==> src/inc/scm_pkg.sv <==
// Purpose: Constants and types for the single compare match output channel.
// Assumes: Registers reached over classic Wishbone with 32-bit data.
// Notes: Offsets are byte addresses of aligned words.
package scm_pkg;
   localparam logic [3:0] ADDR_CTRL = 4'h0;
   localparam logic [3:0] ADDR_CMP = 4'h4;
   localparam logic [3:0] ADDR_STAT = 4'h8;
   localparam logic [3:0] ADDR_MASK = 4'hC;
   localparam int CTRL_ON_BIT = 15;
   localparam int CTRL_WIDE_BIT = 5;
   localparam int CTRL_TSEL_BIT = 3;
   localparam int CTRL_MODE_LSB = 0;
   localparam logic [31:0] CTRL_WMASK = 32'h0000_802F;
   localparam logic [31:0] RESET_WORD = 32'h0000_0000;
   localparam int STAT_MATCH_BIT = 0;
   typedef enum logic [2:0] {
      MODE_OFF = 3'b000,
      MODE_HIGH = 3'b001,
      MODE_LOW = 3'b010,
      MODE_TOGGLE = 3'b011
   } scm_mode_t;
endpackage

==> src/hdl/scm_match.sv <==
`timescale 1ns/1ns
// Purpose: Count equality detector, one pulse per new count value.
// Assumes: Count and compare value are same-clock signals.
// Notes: A held count produces a single pulse only.
module scm_match (
   input wire logic CLK,
   input wire logic SRST,
   input wire logic [31:0] count,
   input wire logic [31:0] cmp,
   input wire logic wide,
   output logic hit
);
   import scm_pkg::*;
   typedef struct packed {
      logic [31:0] last;
      logic seen;
      logic hit;
   } scm_mst_t;
   scm_mst_t st;
   scm_mst_t next_st;
   logic eq;
   always_comb begin
      // Narrow mode ignores the upper halves in the equality test; repeat detection still uses the full count.
      eq = wide ? (count == cmp) : (count[15:0] == cmp[15:0]);
      next_st = st;
      next_st.seen = 1'b1;
      next_st.last = count;
      // A repeated count value does not re-fire.
      next_st.hit = eq && (!st.seen || count != st.last || !st.hit) && !(st.seen
         && count == st.last && eq);
      if (st.seen && count == st.last) begin
         next_st.hit = 1'b0;
      end else begin
         next_st.hit = eq;
      end
   end
   always_ff @(posedge CLK) begin
      if (SRST) begin
         st <= '0;
      end else begin
         st <= next_st;
      end
   end
   assign hit = st.hit;
endmodule

==> src/hdl/scm_regs.sv <==
`timescale 1ns/1ns
// Purpose: Wishbone classic slave holding control, compare, status and mask.
// Assumes: One ack per request, given one cycle after the request appears.
// Notes: Reading status clears it; a new event in that cycle wins.
module scm_regs (
   input wire logic CLK,
   input wire logic SRST,
   input wire logic cyc,
   input wire logic stb,
   input wire logic we,
   input wire logic [3:0] adr,
   input wire logic [3:0] sel,
   input wire logic [31:0] dat_w,
   output logic [31:0] dat_r,
   output logic ack,
   input wire logic event_in,
   output logic [31:0] ctrl,
   output logic [31:0] cmp,
   output logic irq
);
   import scm_pkg::*;
   typedef struct packed {
      logic [31:0] ctrl;
      logic [31:0] cmp;
      logic stat;
      logic mask;
      logic ack;
      logic [31:0] rd;
   } scm_rst_t;
   scm_rst_t st;
   scm_rst_t next_st;
   logic [31:0] bmask;
   logic go;
   always_comb begin
      bmask = {{8{sel[3]}}, {8{sel[2]}}, {8{sel[1]}}, {8{sel[0]}}};
      go = cyc && stb && !st.ack;
      next_st = st;
      next_st.ack = go;
      next_st.rd = RESET_WORD;
      if (go && we) begin
         unique case (adr)
            ADDR_CTRL: next_st.ctrl = (st.ctrl & ~(bmask & CTRL_WMASK))
               | (dat_w & bmask & CTRL_WMASK);
            ADDR_CMP: next_st.cmp = (st.cmp & ~bmask) | (dat_w & bmask);
            ADDR_MASK: if (sel[0]) next_st.mask = dat_w[STAT_MATCH_BIT];
            default: ;
         endcase
      end
      if (go && !we) begin
         unique case (adr)
            ADDR_CTRL: next_st.rd = st.ctrl;
            ADDR_CMP: next_st.rd = st.cmp;
            ADDR_STAT: begin
               next_st.rd = {31'h0000_0000, st.stat};
               next_st.stat = 1'b0;
            end
            ADDR_MASK: next_st.rd = {31'h0000_0000, st.mask};
            default: next_st.rd = RESET_WORD;
         endcase
      end
      // The event is applied last so it survives a clearing read.
      if (event_in) begin
         next_st.stat = 1'b1;
      end
   end
   always_ff @(posedge CLK) begin
      if (SRST) begin
         st <= '0;
      end else begin
         st <= next_st;
      end
   end
   assign dat_r = st.rd;
   assign ack = st.ack;
   assign ctrl = st.ctrl;
   assign cmp = st.cmp;
   assign irq = st.stat && st.mask;
endmodule

==> src/hdl/scm_channel.sv <==
// Design decisions made here: the placing of the registers and register access over Wishbone.
`timescale 1ns/1ns
// Purpose: Single compare match output channel with register access.
// Assumes: Timer counts arrive on CLK; timers are outside this block.
// Notes: Dual compare and PWM modes read back but drive no activity.
module scm_channel (
   input wire logic CLK,
   input wire logic SRST,
   input wire logic WB_CYC_I,
   input wire logic WB_STB_I,
   input wire logic WB_WE_I,
   input wire logic [3:0] WB_ADR_I,
   input wire logic [3:0] WB_SEL_I,
   input wire logic [31:0] WB_DAT_I,
   output logic [31:0] WB_DAT_O,
   output logic WB_ACK_O,
   input wire logic [31:0] FIRST_TIMER_COUNT,
   input wire logic [31:0] SECOND_TIMER_COUNT,
   input wire logic FIRST_TIMER_RUN,
   input wire logic SECOND_TIMER_RUN,
   output logic COMPARE_OUTPUT_PIN,
   output logic COMPARE_IRQ_FLAG,
   output logic IRQ
);
   import scm_pkg::*;
   typedef struct packed {
      logic pin;
      logic flag;
      logic [2:0] prev_mode;
      logic prev_on;
   } scm_cst_t;
   scm_cst_t st;
   scm_cst_t next_st;
   logic [31:0] ctrl;
   logic [31:0] cmp;
   logic [2:0] mode;
   logic on;
   logic tsel;
   logic run;
   logic hit;
   logic entry;
   logic active;
   logic [31:0] count;
   always_comb begin
      mode = ctrl[CTRL_MODE_LSB +: 3];
      on = ctrl[CTRL_ON_BIT];
      tsel = ctrl[CTRL_TSEL_BIT];
      count = tsel ? SECOND_TIMER_COUNT : FIRST_TIMER_COUNT;
      run = tsel ? SECOND_TIMER_RUN : FIRST_TIMER_RUN;
      // Only modes 001..011 are handled here.
      active = on && (mode == MODE_HIGH || mode == MODE_LOW || mode == MODE_TOGGLE);
      entry = active && (mode != st.prev_mode || !st.prev_on);
      next_st = st;
      next_st.prev_mode = mode;
      next_st.prev_on = on;
      next_st.flag = 1'b0;
      if (!active) begin
         next_st.pin = 1'b0;
      end else if (entry) begin
         next_st.pin = (mode == MODE_LOW);
      end else if (hit && run) begin
         unique case (mode)
            MODE_HIGH: begin
               // Only the changing match raises the flag.
               next_st.flag = !st.pin;
               next_st.pin = 1'b1;
            end
            MODE_LOW: begin
               next_st.flag = st.pin;
               next_st.pin = 1'b0;
            end
            default: begin
               next_st.flag = 1'b1;
               next_st.pin = !st.pin;
            end
         endcase
      end
   end
   always_ff @(posedge CLK) begin
      if (SRST) begin
         st <= '0;
      end else begin
         st <= next_st;
      end
   end
   scm_match u_match (
      .CLK(CLK),
      .SRST(SRST),
      .count(count),
      .cmp(cmp),
      .wide(ctrl[CTRL_WIDE_BIT]),
      .hit(hit)
   );
   scm_regs u_regs (
      .CLK(CLK),
      .SRST(SRST),
      .cyc(WB_CYC_I),
      .stb(WB_STB_I),
      .we(WB_WE_I),
      .adr(WB_ADR_I),
      .sel(WB_SEL_I),
      .dat_w(WB_DAT_I),
      .dat_r(WB_DAT_O),
      .ack(WB_ACK_O),
      .event_in(st.flag),
      .ctrl(ctrl),
      .cmp(cmp),
      .irq(IRQ)
   );
   assign COMPARE_OUTPUT_PIN = st.pin;
   assign COMPARE_IRQ_FLAG = st.flag;

   a_high_on_match: assert property (@(posedge CLK) disable iff (SRST)
      $rose(COMPARE_OUTPUT_PIN) && mode == MODE_HIGH |-> COMPARE_IRQ_FLAG)
      else $error("High mode edge without flag.");
   a_low_on_match: assert property (@(posedge CLK) disable iff (SRST)
      $fell(COMPARE_OUTPUT_PIN) && mode == MODE_LOW && $past(active) |-> COMPARE_IRQ_FLAG)
      else $error("Low mode edge without flag.");
   a_toggle_flag: assert property (@(posedge CLK) disable iff (SRST)
      $past(active) && !$past(entry) && mode == MODE_TOGGLE && $past(mode) == MODE_TOGGLE
      && COMPARE_OUTPUT_PIN != $past(COMPARE_OUTPUT_PIN) |-> COMPARE_IRQ_FLAG)
      else $error("Toggle without flag.");
   a_off_quiet: assert property (@(posedge CLK) disable iff (SRST)
      !active |=> !COMPARE_OUTPUT_PIN && !COMPARE_IRQ_FLAG)
      else $error("Disabled channel shows activity.");
   a_entry_level: assert property (@(posedge CLK) disable iff (SRST)
      entry |=> COMPARE_OUTPUT_PIN == ($past(mode) == MODE_LOW))
      else $error("Wrong entry level.");
   a_match_delay: assert property (@(posedge CLK) disable iff (SRST)
      hit && run && active && !entry && mode == MODE_TOGGLE ##0 $stable(ctrl)
      |=> COMPARE_OUTPUT_PIN != $past(COMPARE_OUTPUT_PIN))
      else $error("Toggle missed after match.");
   a_flag_pulse: assert property (@(posedge CLK) disable iff (SRST)
      COMPARE_IRQ_FLAG |=> !COMPARE_IRQ_FLAG || mode == MODE_TOGGLE)
      else $error("Force mode flag repeated.");
   a_reset_zero: assert property (@(posedge CLK)
      SRST |=> !COMPARE_OUTPUT_PIN && !COMPARE_IRQ_FLAG)
      else $error("Output not zero after reset.");
   c_high: cover property (@(posedge CLK) mode == MODE_HIGH && $rose(COMPARE_OUTPUT_PIN));
   c_low: cover property (@(posedge CLK) mode == MODE_LOW && $fell(COMPARE_OUTPUT_PIN));
   c_toggle: cover property (@(posedge CLK) mode == MODE_TOGGLE && COMPARE_IRQ_FLAG
      ##[1:200] COMPARE_IRQ_FLAG);
endmodule

==> config.mk <==
export PLATFORM = sky130hd
export DESIGN_NAME = scm_channel
export DESIGN_NICKNAME = d
export VERILOG_FILES = /design/src/inc/scm_pkg.sv /design/src/hdl/scm_match.sv /design/src/hdl/scm_regs.sv /design/src/hdl/scm_channel.sv
export SDC_FILE = /design/constraint.sdc
export NUM_CORES = 1
export LEC_CHECK = 0
export BUFFER_PORTS_ARGS = -buffer_cell sky130_fd_sc_hd__buf_4
export CAP_MARGIN = 20
export CORE_MARGIN = 2
export CORE_UTILIZATION = 40
export DETAILED_ROUTE_END_ITERATION = 12
export PLACE_DENSITY = 0.74
export SLEW_MARGIN = 30
export SYNTH_ARGS = -nofsm -noshare
export SYNTH_HDL_FRONTEND = slang
export SYNTH_SLANG_ARGS = --single-unit
==> constraint.sdc <==
create_clock -name CLK -period 2.8 [get_ports CLK]
set_clock_uncertainty 0.2 [all_clocks]
set_input_delay 0.56 -clock CLK [delete_from_list [all_inputs] [get_ports CLK]]
set_output_delay 0.56 -clock CLK [all_outputs]
set_load 0.05 [all_outputs]
# Word level (Yosys, flattened, before mapping)
# Index checks and enable logic that the tools add are counted.
[op_classes] muxes=12 eq_ne=10 n_reduce_logical=28 bitwise=10
[op_table] op="32-bit case mux with 4 select lines" n=1
[op_table] op="32-bit AND" n=3
[op_table] op="32-bit == test" n=2
[op_table] op="32-bit two-way mux" n=1
[op_table] op="16-bit inverter with 32-bit output" n=1
[op_table] op="32-bit inverter" n=1
[op_table] op="32-bit by 16-bit OR with 32-bit output" n=1
[op_table] op="32-bit OR" n=1
[op_table] op="16-bit == test" n=1
[op_table] op="1-bit logical AND" n=9
[op_table] op="4-bit == test, second input constant" n=2
[op_table] op="1-bit two-way mux" n=7
[op_table] op="3-bit by 2-bit == test with 1-bit output, second input constant" n=2
[op_table] op="2-bit AND reduction" n=3
[op_table] op="2-bit nonzero test" n=3
[op_table] op="2-bit OR reduction" n=3
[op_table] op="4-bit by 3-bit == test with 1-bit output, second input constant" n=1
[op_table] op="1-bit zero test" n=4
[op_table] op="4-bit zero test" n=1
[op_table] op="2-bit two-way mux" n=2
[op_table] op="2-bit case mux with 2 select lines" n=1
[op_table] op="4-bit OR reduction" n=1
[op_table] op="3-bit by 1-bit == test with 1-bit output, second input constant" n=1
[op_table] op="1-bit logical OR" n=3
[op_table] op="3 further kinds" n=5
[totals] in_bits=111 regBits=139 wordCells=73

# Logic depth before layout (Yosys ltp)
# Gate-level depths: netlist (run 1).
[depth] ltp_word=6 ltp_mapped=8 ltp_nobuf=6

# Cells and area by module
# Synthesis (run 1) repeated with hierarchy kept, for this count alone.
[unflattened] hier_cells=579 area_unflattened_um2=5843.1
[modules_own_cells] mod="scm_regs" area_per_inst_um2=3573.4 n_inst=1 cells_per_inst=358
[modules_own_cells] mod="scm_match" area_per_inst_um2=1606.5 n_inst=1 cells_per_inst=157
[modules_own_cells] mod="scm_channel" area_per_inst_um2=663.1 n_inst=1 cells_per_inst=64

# Worst setup path before layout (run 1)
# Ideal clock, no wire load.
[synth_timing] kind="input to register" start="in WB_ADR_I[3]" end="reg with a tool-made name" n_path_buf=2 slack_ps=620 arrival_time_ps=1909 cell_stages=6 cell_sequence="nor4b_1 > and3_1 > buf_2 > buf_2 > nand3_1 > a21oi_1"
[synth_lines] element="from (decl)" line_no="scm_channel.sv:12" text="input wire logic [3:0] WB_ADR_I,"

==> metrics.md, run 1 <==
| Metric | Value |
|---|---|
| IO buf count | 146 |
| Most common cell on crit path | nand4_1 |
| Worst Slack Setup Final | roughly 380 ps |
| Worst path max stage delay | ~500 ps |
| FMAX | 412.4 MHz |
| DP HPWL | about 9000 um |
| Main combinational cell family by area after synthesis | simple AND/OR/NAND/NOR gates |
| Yosys top cell area share | a little under half |
| Tot GR Track Use | between 15 and 20% |
| Peak VDD IR | 0.0003791 V |
| Min Hold Slack | 216.0 ps |
| Setup TNS | 0 ps |
| R2r setup slk | about 380 ps |
| Layout Cells excl Fill | between 800 and 900 |
| Drc violations | 0 |
| Layout cells sized above 1 | 32.06% |
| DR vias/cell | 4.893 |
| Remaining global-route overflow | 0 |
| Final core occ | 54.26% |
| Synth Instances | 525 |
| Commonest non-fill, non-tap cell in the layout | buf_4 |
| Yosys cell types | 37 |
| Simple-Gate Fraction of Synth Area | 19.28% |
| Adder-Cell Fraction of Synth Area | 0% |
| Most frequent cells in the layout | 162 x buf_4, 112 x dfxtp_1, 50 x xnor2_1 |
| Fin nets | 755 |
| RSZ-0062 raised after global routing | no |
| Ranking of synthesized cells by area | dfxtp_1 46%, xnor2_1 8.9%, buf_4 4.9% |
| Ports | about 150 |
| CP top delay family | multiplexers |
| CP Max Fanout | 17 |
| Setup bufs post-CTS | 0 |
| Fin. Hold Viols | 0 |
| DRT antenna net count | 0 |
| Multiplexer share of the synthesized area | 8.683% |
| Clock Sinks | 113 |
| CP Depth | 7 |
| Synth area leader | dfxtp_1 |
| Fraction of synthesized cell area in xor and xnor cells | 11.94% |
| Count of final setup violators | 0 |
| Min cycle time layout | 2425 ps |
| Cell Chain, Critical Path | buf_4, mux2i_1, xor2_1, nand4_1, nor4_1, nand4_1, o21a_1 |
| Die height | 114.8 um |
| Compound-Gate Fraction of Synth Area | 5.857% |
| Worst Path Buf+Inv | 1 |
| Placed Cells | 772 |
| DRT Wirelength | approximately 12000 um |
| Worst Setup EP | u_match.hit |
| CTS root buffer | clkbuf_16 |
| Worst slew margin | 61.40% |
| Placer Congestion | 0.8708 |
| Clk slew on worst S/H paths | 50 ps |
| Crit Path Class | flip-flop to flip-flop |
| Least-Margin Pin Slew | 579.0 ps |
| Standard-cell rows | 40 |
| Average cell area after synthesis | 9.359 um^2 |
| Synth warn | 0 |
| Vias in the first global route | 3923 |
| Crit end category | flip-flop |
| TritonCTS Buffers | 17 |
| Via count | 3924 |
| Setup WS pre-CTS | about 320 ps |
| Initial drt markers | 281 |
| Largest net degree at the start of global routing | 57 |
| # resized after CTS | 0 |
| Die Area | 13190 um^2 |
| CTS tree | done |
| Post-synthesis net count | 636 |
| Startpoint Class | flip-flop |
| P per Cell Area | 625.2 nW/um^2 |
| Power consumption | between 4 and 5 mW |
| Drt wl/cell | 15.04 um |
| H-tree Lvls | 4 |
| Synthesized area | 4913 um^2 |
| Reg2reg end | u_match.hit |
| Core Box Area | 12010 um^2 |
| Leak | 2.671 nW |
| Cts hold-fix bufs | 0 |
| Critical Path RT | slightly below 3000 ps |
| Starting Density | 40.91% |
| Post-layout instance area | ~6500 um^2 |
| Crit-path slowest cell | mux2i_1 |
| Pre-antenna DRT Iters | 5 |
| Synthesis-to-finish area growth | 32.65% |
| Max clock buf depth | 2 |
| Latest clock arrival within the worst-skew pair | 400 ps |
| Worst-case reg-to-reg path depth | 7 |
| Crit path arrival time | roughly 2500 ps |
| HP Class | input pin to flip-flop |
| Final worst path period share | between 80% and 90% |
| Die Wd | 114.8 um |
| Synthesis-stage register bit count | 113 |
| Status | finished clean |
| Share of the yosys chip area belonging to registers | 46.04% |
| Final Slew Violations | 0 |
| First-pass GRT wire length | 18820 um |
| Placed inst area | between 5000 and 6000 um^2 |
| Diode count | 0 |
| Initial antenna violation count | 0 |
| MaxCap Viol Count | 0 |
==> worst min path at each step <==
stage / startpoint / to / slack, ps / depth (start not counted)
after detailed placement: flip-flop / flip-flop / 270 / 2
after global routing: WB_DAT_I[3] / flip-flop / 220 / 3
after CTS: WB_DAT_I[19] / flip-flop / 210 / 3
after global placement: COMPARE_IRQ_FLAG / u_regs.st[34] / 260 / 2
final: WB_DAT_I[19] / flip-flop / 220 / 3
after floorplan: u_match.hit / COMPARE_IRQ_FLAG / 260 / 2
==> cell families after synthesis <==
kind of cell,count (synthesis)
flip-flops,113
XOR/XNOR,67
multiplexers,37
AO/OA/AOI/OAI,50
buffers and inverters,63
AND/OR/NAND/NOR,195
==> final cells by class <==
cell class | count | area [um^2]
sequential | 113 | 2263
multi-input combinational | 349 | 2260
clock inverter | 5 | 75.07
timing repair buffer | 162 | 1216
tap | 147 | 183.9
clock buffer | 25 | 515.5
inverter | 1 | 3.754
fill | 1076 | 5494
==> metal layers <==
layer	track usage (%)	vias up	wire, um
met3	4.692	8	674
met1	23.15	1825	5182
met4	6.024	0	108
met2	31.24	100	6098
li1	-	1991	-
met5	0	-	0
==> report_power, final <==
group	switching [mW]	total (mW)	internal [mW]
combinational	0.141	0.314	0.172
clock	0.676	2.11	1.43
sequential	0.0121	1.65	1.64
==> cells in the mapped netlist, drive strengths merged <==
| cell type | n |
|---|---|
| a2111oi | 2 |
| inv | 1 |
| o21a | 1 |
| a32oi | 1 |
| nor4 | 13 |
| dfxtp | 113 |
| a21oi | 39 |
| nand2 | 46 |
| buf | 40 |
| mux2 | 2 |
| nor3b | 1 |
| nor3 | 4 |
| nand3 | 38 |
| nor2 | 46 |
| a211oi | 1 |
| or2 | 1 |
| nand4 | 11 |
| xnor2 | 50 |
| mux2i | 35 |
| a22oi | 5 |
| xor2 | 17 |
| nor4b | 1 |
| nor2b | 4 |
| and2 | 1 |
| nand2b | 1 |
| a21o | 1 |
| and3 | 28 |
| clkbuf | 22 |
==> worst reg2reg max path, stage by stage (launching register included) <==
cell     delay [ps]
dfxtp_2         330
buf_4           320
mux2i_1         500
xor2_1          260
nand4_1         130
nor4_1          230
nand4_1         140
o21a_1          210
No activity file was read; power rests on OpenSTA's default activity.
==> run 2: changes to the inputs <==
--- a/config.mk
+++ b/config.mk
@@ -10,7 +10,6 @@
 export CORE_MARGIN = 2
 export CORE_UTILIZATION = 40
 export DETAILED_ROUTE_END_ITERATION = 12
-export PLACE_DENSITY = 0.74
 export SLEW_MARGIN = 30
 export SYNTH_ARGS = -nofsm -noshare
 export SYNTH_HDL_FRONTEND = slang
==> run 2 against run 1 <==
Utilization fell by 0.37 points. Critical path type unchanged. Count of clock-buffer cells in the layout fell by 5. Worst hold slack got worse by 39 ps. Via count rose by 0.64%. Flip-flop and latch count did not move. Non-clock buffer count rose by 1. Register-to-register slack barely moved. First-iteration DRC count fell by 50%. Wire length fell by 0.67%. Die area did not move.
==> metrics.md, run 2 (same netlist as run 1, synthesis figures left out) <==
| Metric | Value |
|---|---|
| Setup bufs post-CTS | 0 (unchanged) |
| # resized after CTS | 0 (unchanged) |
| Via count | 3949 (was 3924) |
| H-tree Lvls | 4 (unchanged) |
| Power consumption | 3.907 mW (was 4.075 mW) |
| RSZ-0062 raised after global routing | no (unchanged) |
| Min cycle time layout | 2433 ps (was 2425 ps) |
| R2r setup slk | 370 ps (was 380 ps) |
| Layout cells sized above 1 | 32.27% (was 32.06%) |
| Hold Path Origin | SRST (was WB_DAT_I[19]) |
| Pre-antenna DRT Iters | 4 (was 5) |
| Setup TNS | 0 ps (unchanged) |
| Critical Path RT | 2940 ps (was 2890 ps) |
| DR vias/cell | 4.912 (was 4.893) |
| Die Area | 13190 um^2 (unchanged) |
| CTS tree | done (unchanged) |
| Final worst path period share | 86.88% (was 86.59%) |
| Fin nets | 756 (was 755) |
| Clk slew on worst S/H paths | 50 ps (about the same) |
| Crit path arrival time | 2570 ps (was 2520 ps) |
| Least-Margin Pin Slew | 783.7 ps (was 579.0 ps) |
| Die height | 114.8 um (unchanged) |
| Initial antenna violation count | 0 (unchanged) |
| Starting Density | 40.91% (unchanged) |
| Ports | 147 (unchanged) |
| Peak VDD IR | 0.0002982 V (was 0.0003791 V) |
| Commonest non-fill, non-tap cell in the layout | buf_4 (unchanged) |
| TritonCTS Buffers | 17 (unchanged) |
| Crit Path Class | flip-flop to flip-flop (unchanged) |
| IO buf count | 146 (unchanged) |
| Synthesis-to-finish area growth | 31.73% (was 32.65%) |
| DP HPWL | 8820 um (was 9043 um) |
| Cts hold-fix bufs | 0 (unchanged) |
| Core Box Area | 12010 um^2 (unchanged) |
| Cell Chain, Critical Path | buf_4, mux2i_1, xnor2_1, nor4_1, nand4_1, a2111oi_2, o21a_1 (was buf_4, mux2i_1, xor2_1, nand4_1, nor4_1, nand4_1, o21a_1) |
| Final core occ | 53.89% (was 54.26%) |
| Die Wd | 114.8 um (unchanged) |
| First-pass GRT wire length | 18670 um (was 18820 um) |
| Initial drt markers | 141 (was 281) |
| Most frequent cells in the layout | 163 x buf_4, 112 x dfxtp_1, 50 x xnor2_1 (was 162 x buf_4, 112 x dfxtp_1, 50 x xnor2_1) |
| Placer Congestion | 0.7747 (was 0.8708) |
| Clock Sinks | 113 (unchanged) |
| Count of final setup violators | 0 (unchanged) |
| Tot GR Track Use | 18.45% (was 18.47%) |
| Startpoint Class | flip-flop (unchanged) |
| Crit end category | flip-flop (unchanged) |
| Remaining global-route overflow | 0 (unchanged) |
| Drc violations | 0 (unchanged) |
| Worst path max stage delay | 410 ps (was 500 ps) |
| CP Max Fanout | 13 (was 17) |
| Standard-cell rows | 40 (unchanged) |
| MaxCap Viol Count | 0 (unchanged) |
| CTS root buffer | clkbuf_16 (unchanged) |
| Max clock buf depth | 2 (unchanged) |
| FMAX | 411.1 MHz (was 412.4 MHz) |
| Worst slew margin | 47.76% (was 61.40%) |
| Status | finished clean (unchanged) |
| DRT Wirelength | 11980 um (was 12060 um) |
| DRT antenna net count | 0 (unchanged) |
| Fill count | 1100 (was 1076) |
| Largest net degree at the start of global routing | 76 (was 57) |
| Latest clock arrival within the worst-skew pair | 400 ps (about the same) |
| Leak | 2.642 nW (was 2.671 nW) |
| P per Cell Area | 603.6 nW/um^2 (was 625.2 nW/um^2) |
| Fin. Hold Viols | 0 (unchanged) |
| Diode count | 0 (unchanged) |
| Final Slew Violations | 0 (unchanged) |
| Drt wl/cell | 14.90 um (was 15.04 um) |
| HP Class | input pin to flip-flop (unchanged) |
| Vias in the first global route | 3777 (was 3923) |
| Crit-path slowest cell | nor4_1 (was mux2i_1) |
[run 2: critical path: cells and delay by family, from the launching register on]
family | cells | cell delay [ps]
AOI/OAI and AO/OA | 2 | 540
xor gates and xnor gates | 1 | 110
buffers and inverters | 1 | 250
DFF | 1 | 340
muxes | 1 | 340
and+or+nand+nor | 2 | 590
[run 2: path summary, 6_finish.rpt]
path | endpoint | cells after the start
worst max register to register | u_match.hit | 7
worst max-delay path | u_match.hit | 7
worst min-delay path | u_regs.ack | 2
worst min register to register | flip-flop | 2
[run 2: final cells by class]
class	count	area, um^2	area share, %
clock buffer	20	446.7	6.901
clock inverter	11	91.34	1.411
inverter	1	3.754	0.05799
multi-input combinational	349	2260	34.91
sequential	113	2263	34.97
tap	147	183.9	2.842
timing repair buffer	163	1224	18.91
[run 2: metal layers]
metal | routed length [um] | share of wire (%) | vias to the layer above | track usage (%)
met1 | 5435 | 45 | 1826 | 23.94
met5 | 0 | 0 | - | 0
met2 | 5746 | 48 | 118 | 30.26
met3 | 683 | 5.7 | 13 | 5.008
li1 | - | - | 1992 | -
met4 | 116 | 0.97 | 0 | 5.462
[run 2: where the power goes]
group | leakage [nW] | internal (mW) | switching (mW)
clock network | 0.261 | 1.23 | 0.720
logic | 1.46 | 0.171 | 0.140
registers | 0.920 | 1.64 | 0.0122
total | 2.64 | 3.03 | 0.872
[run 2: per-stage QoR]
stage / setup slack [ps] / std cells / hold slack (ps) / instance area, um^2
2_1_floorplan: 620.1 / 525 / 255.5 / 4913
3_3_place_gp: 344.9 / 773 / 259.2 / 5934
3_5_place_dp: 289.0 / 773 / 277.2 / 5934
4_1_cts: 306.1 / 804 / 172.6 / 6472
5_1_grt: 157.0 / 804 / 173.6 / 6472
6_report: 367.4 / 804 / 177.1 / 6472
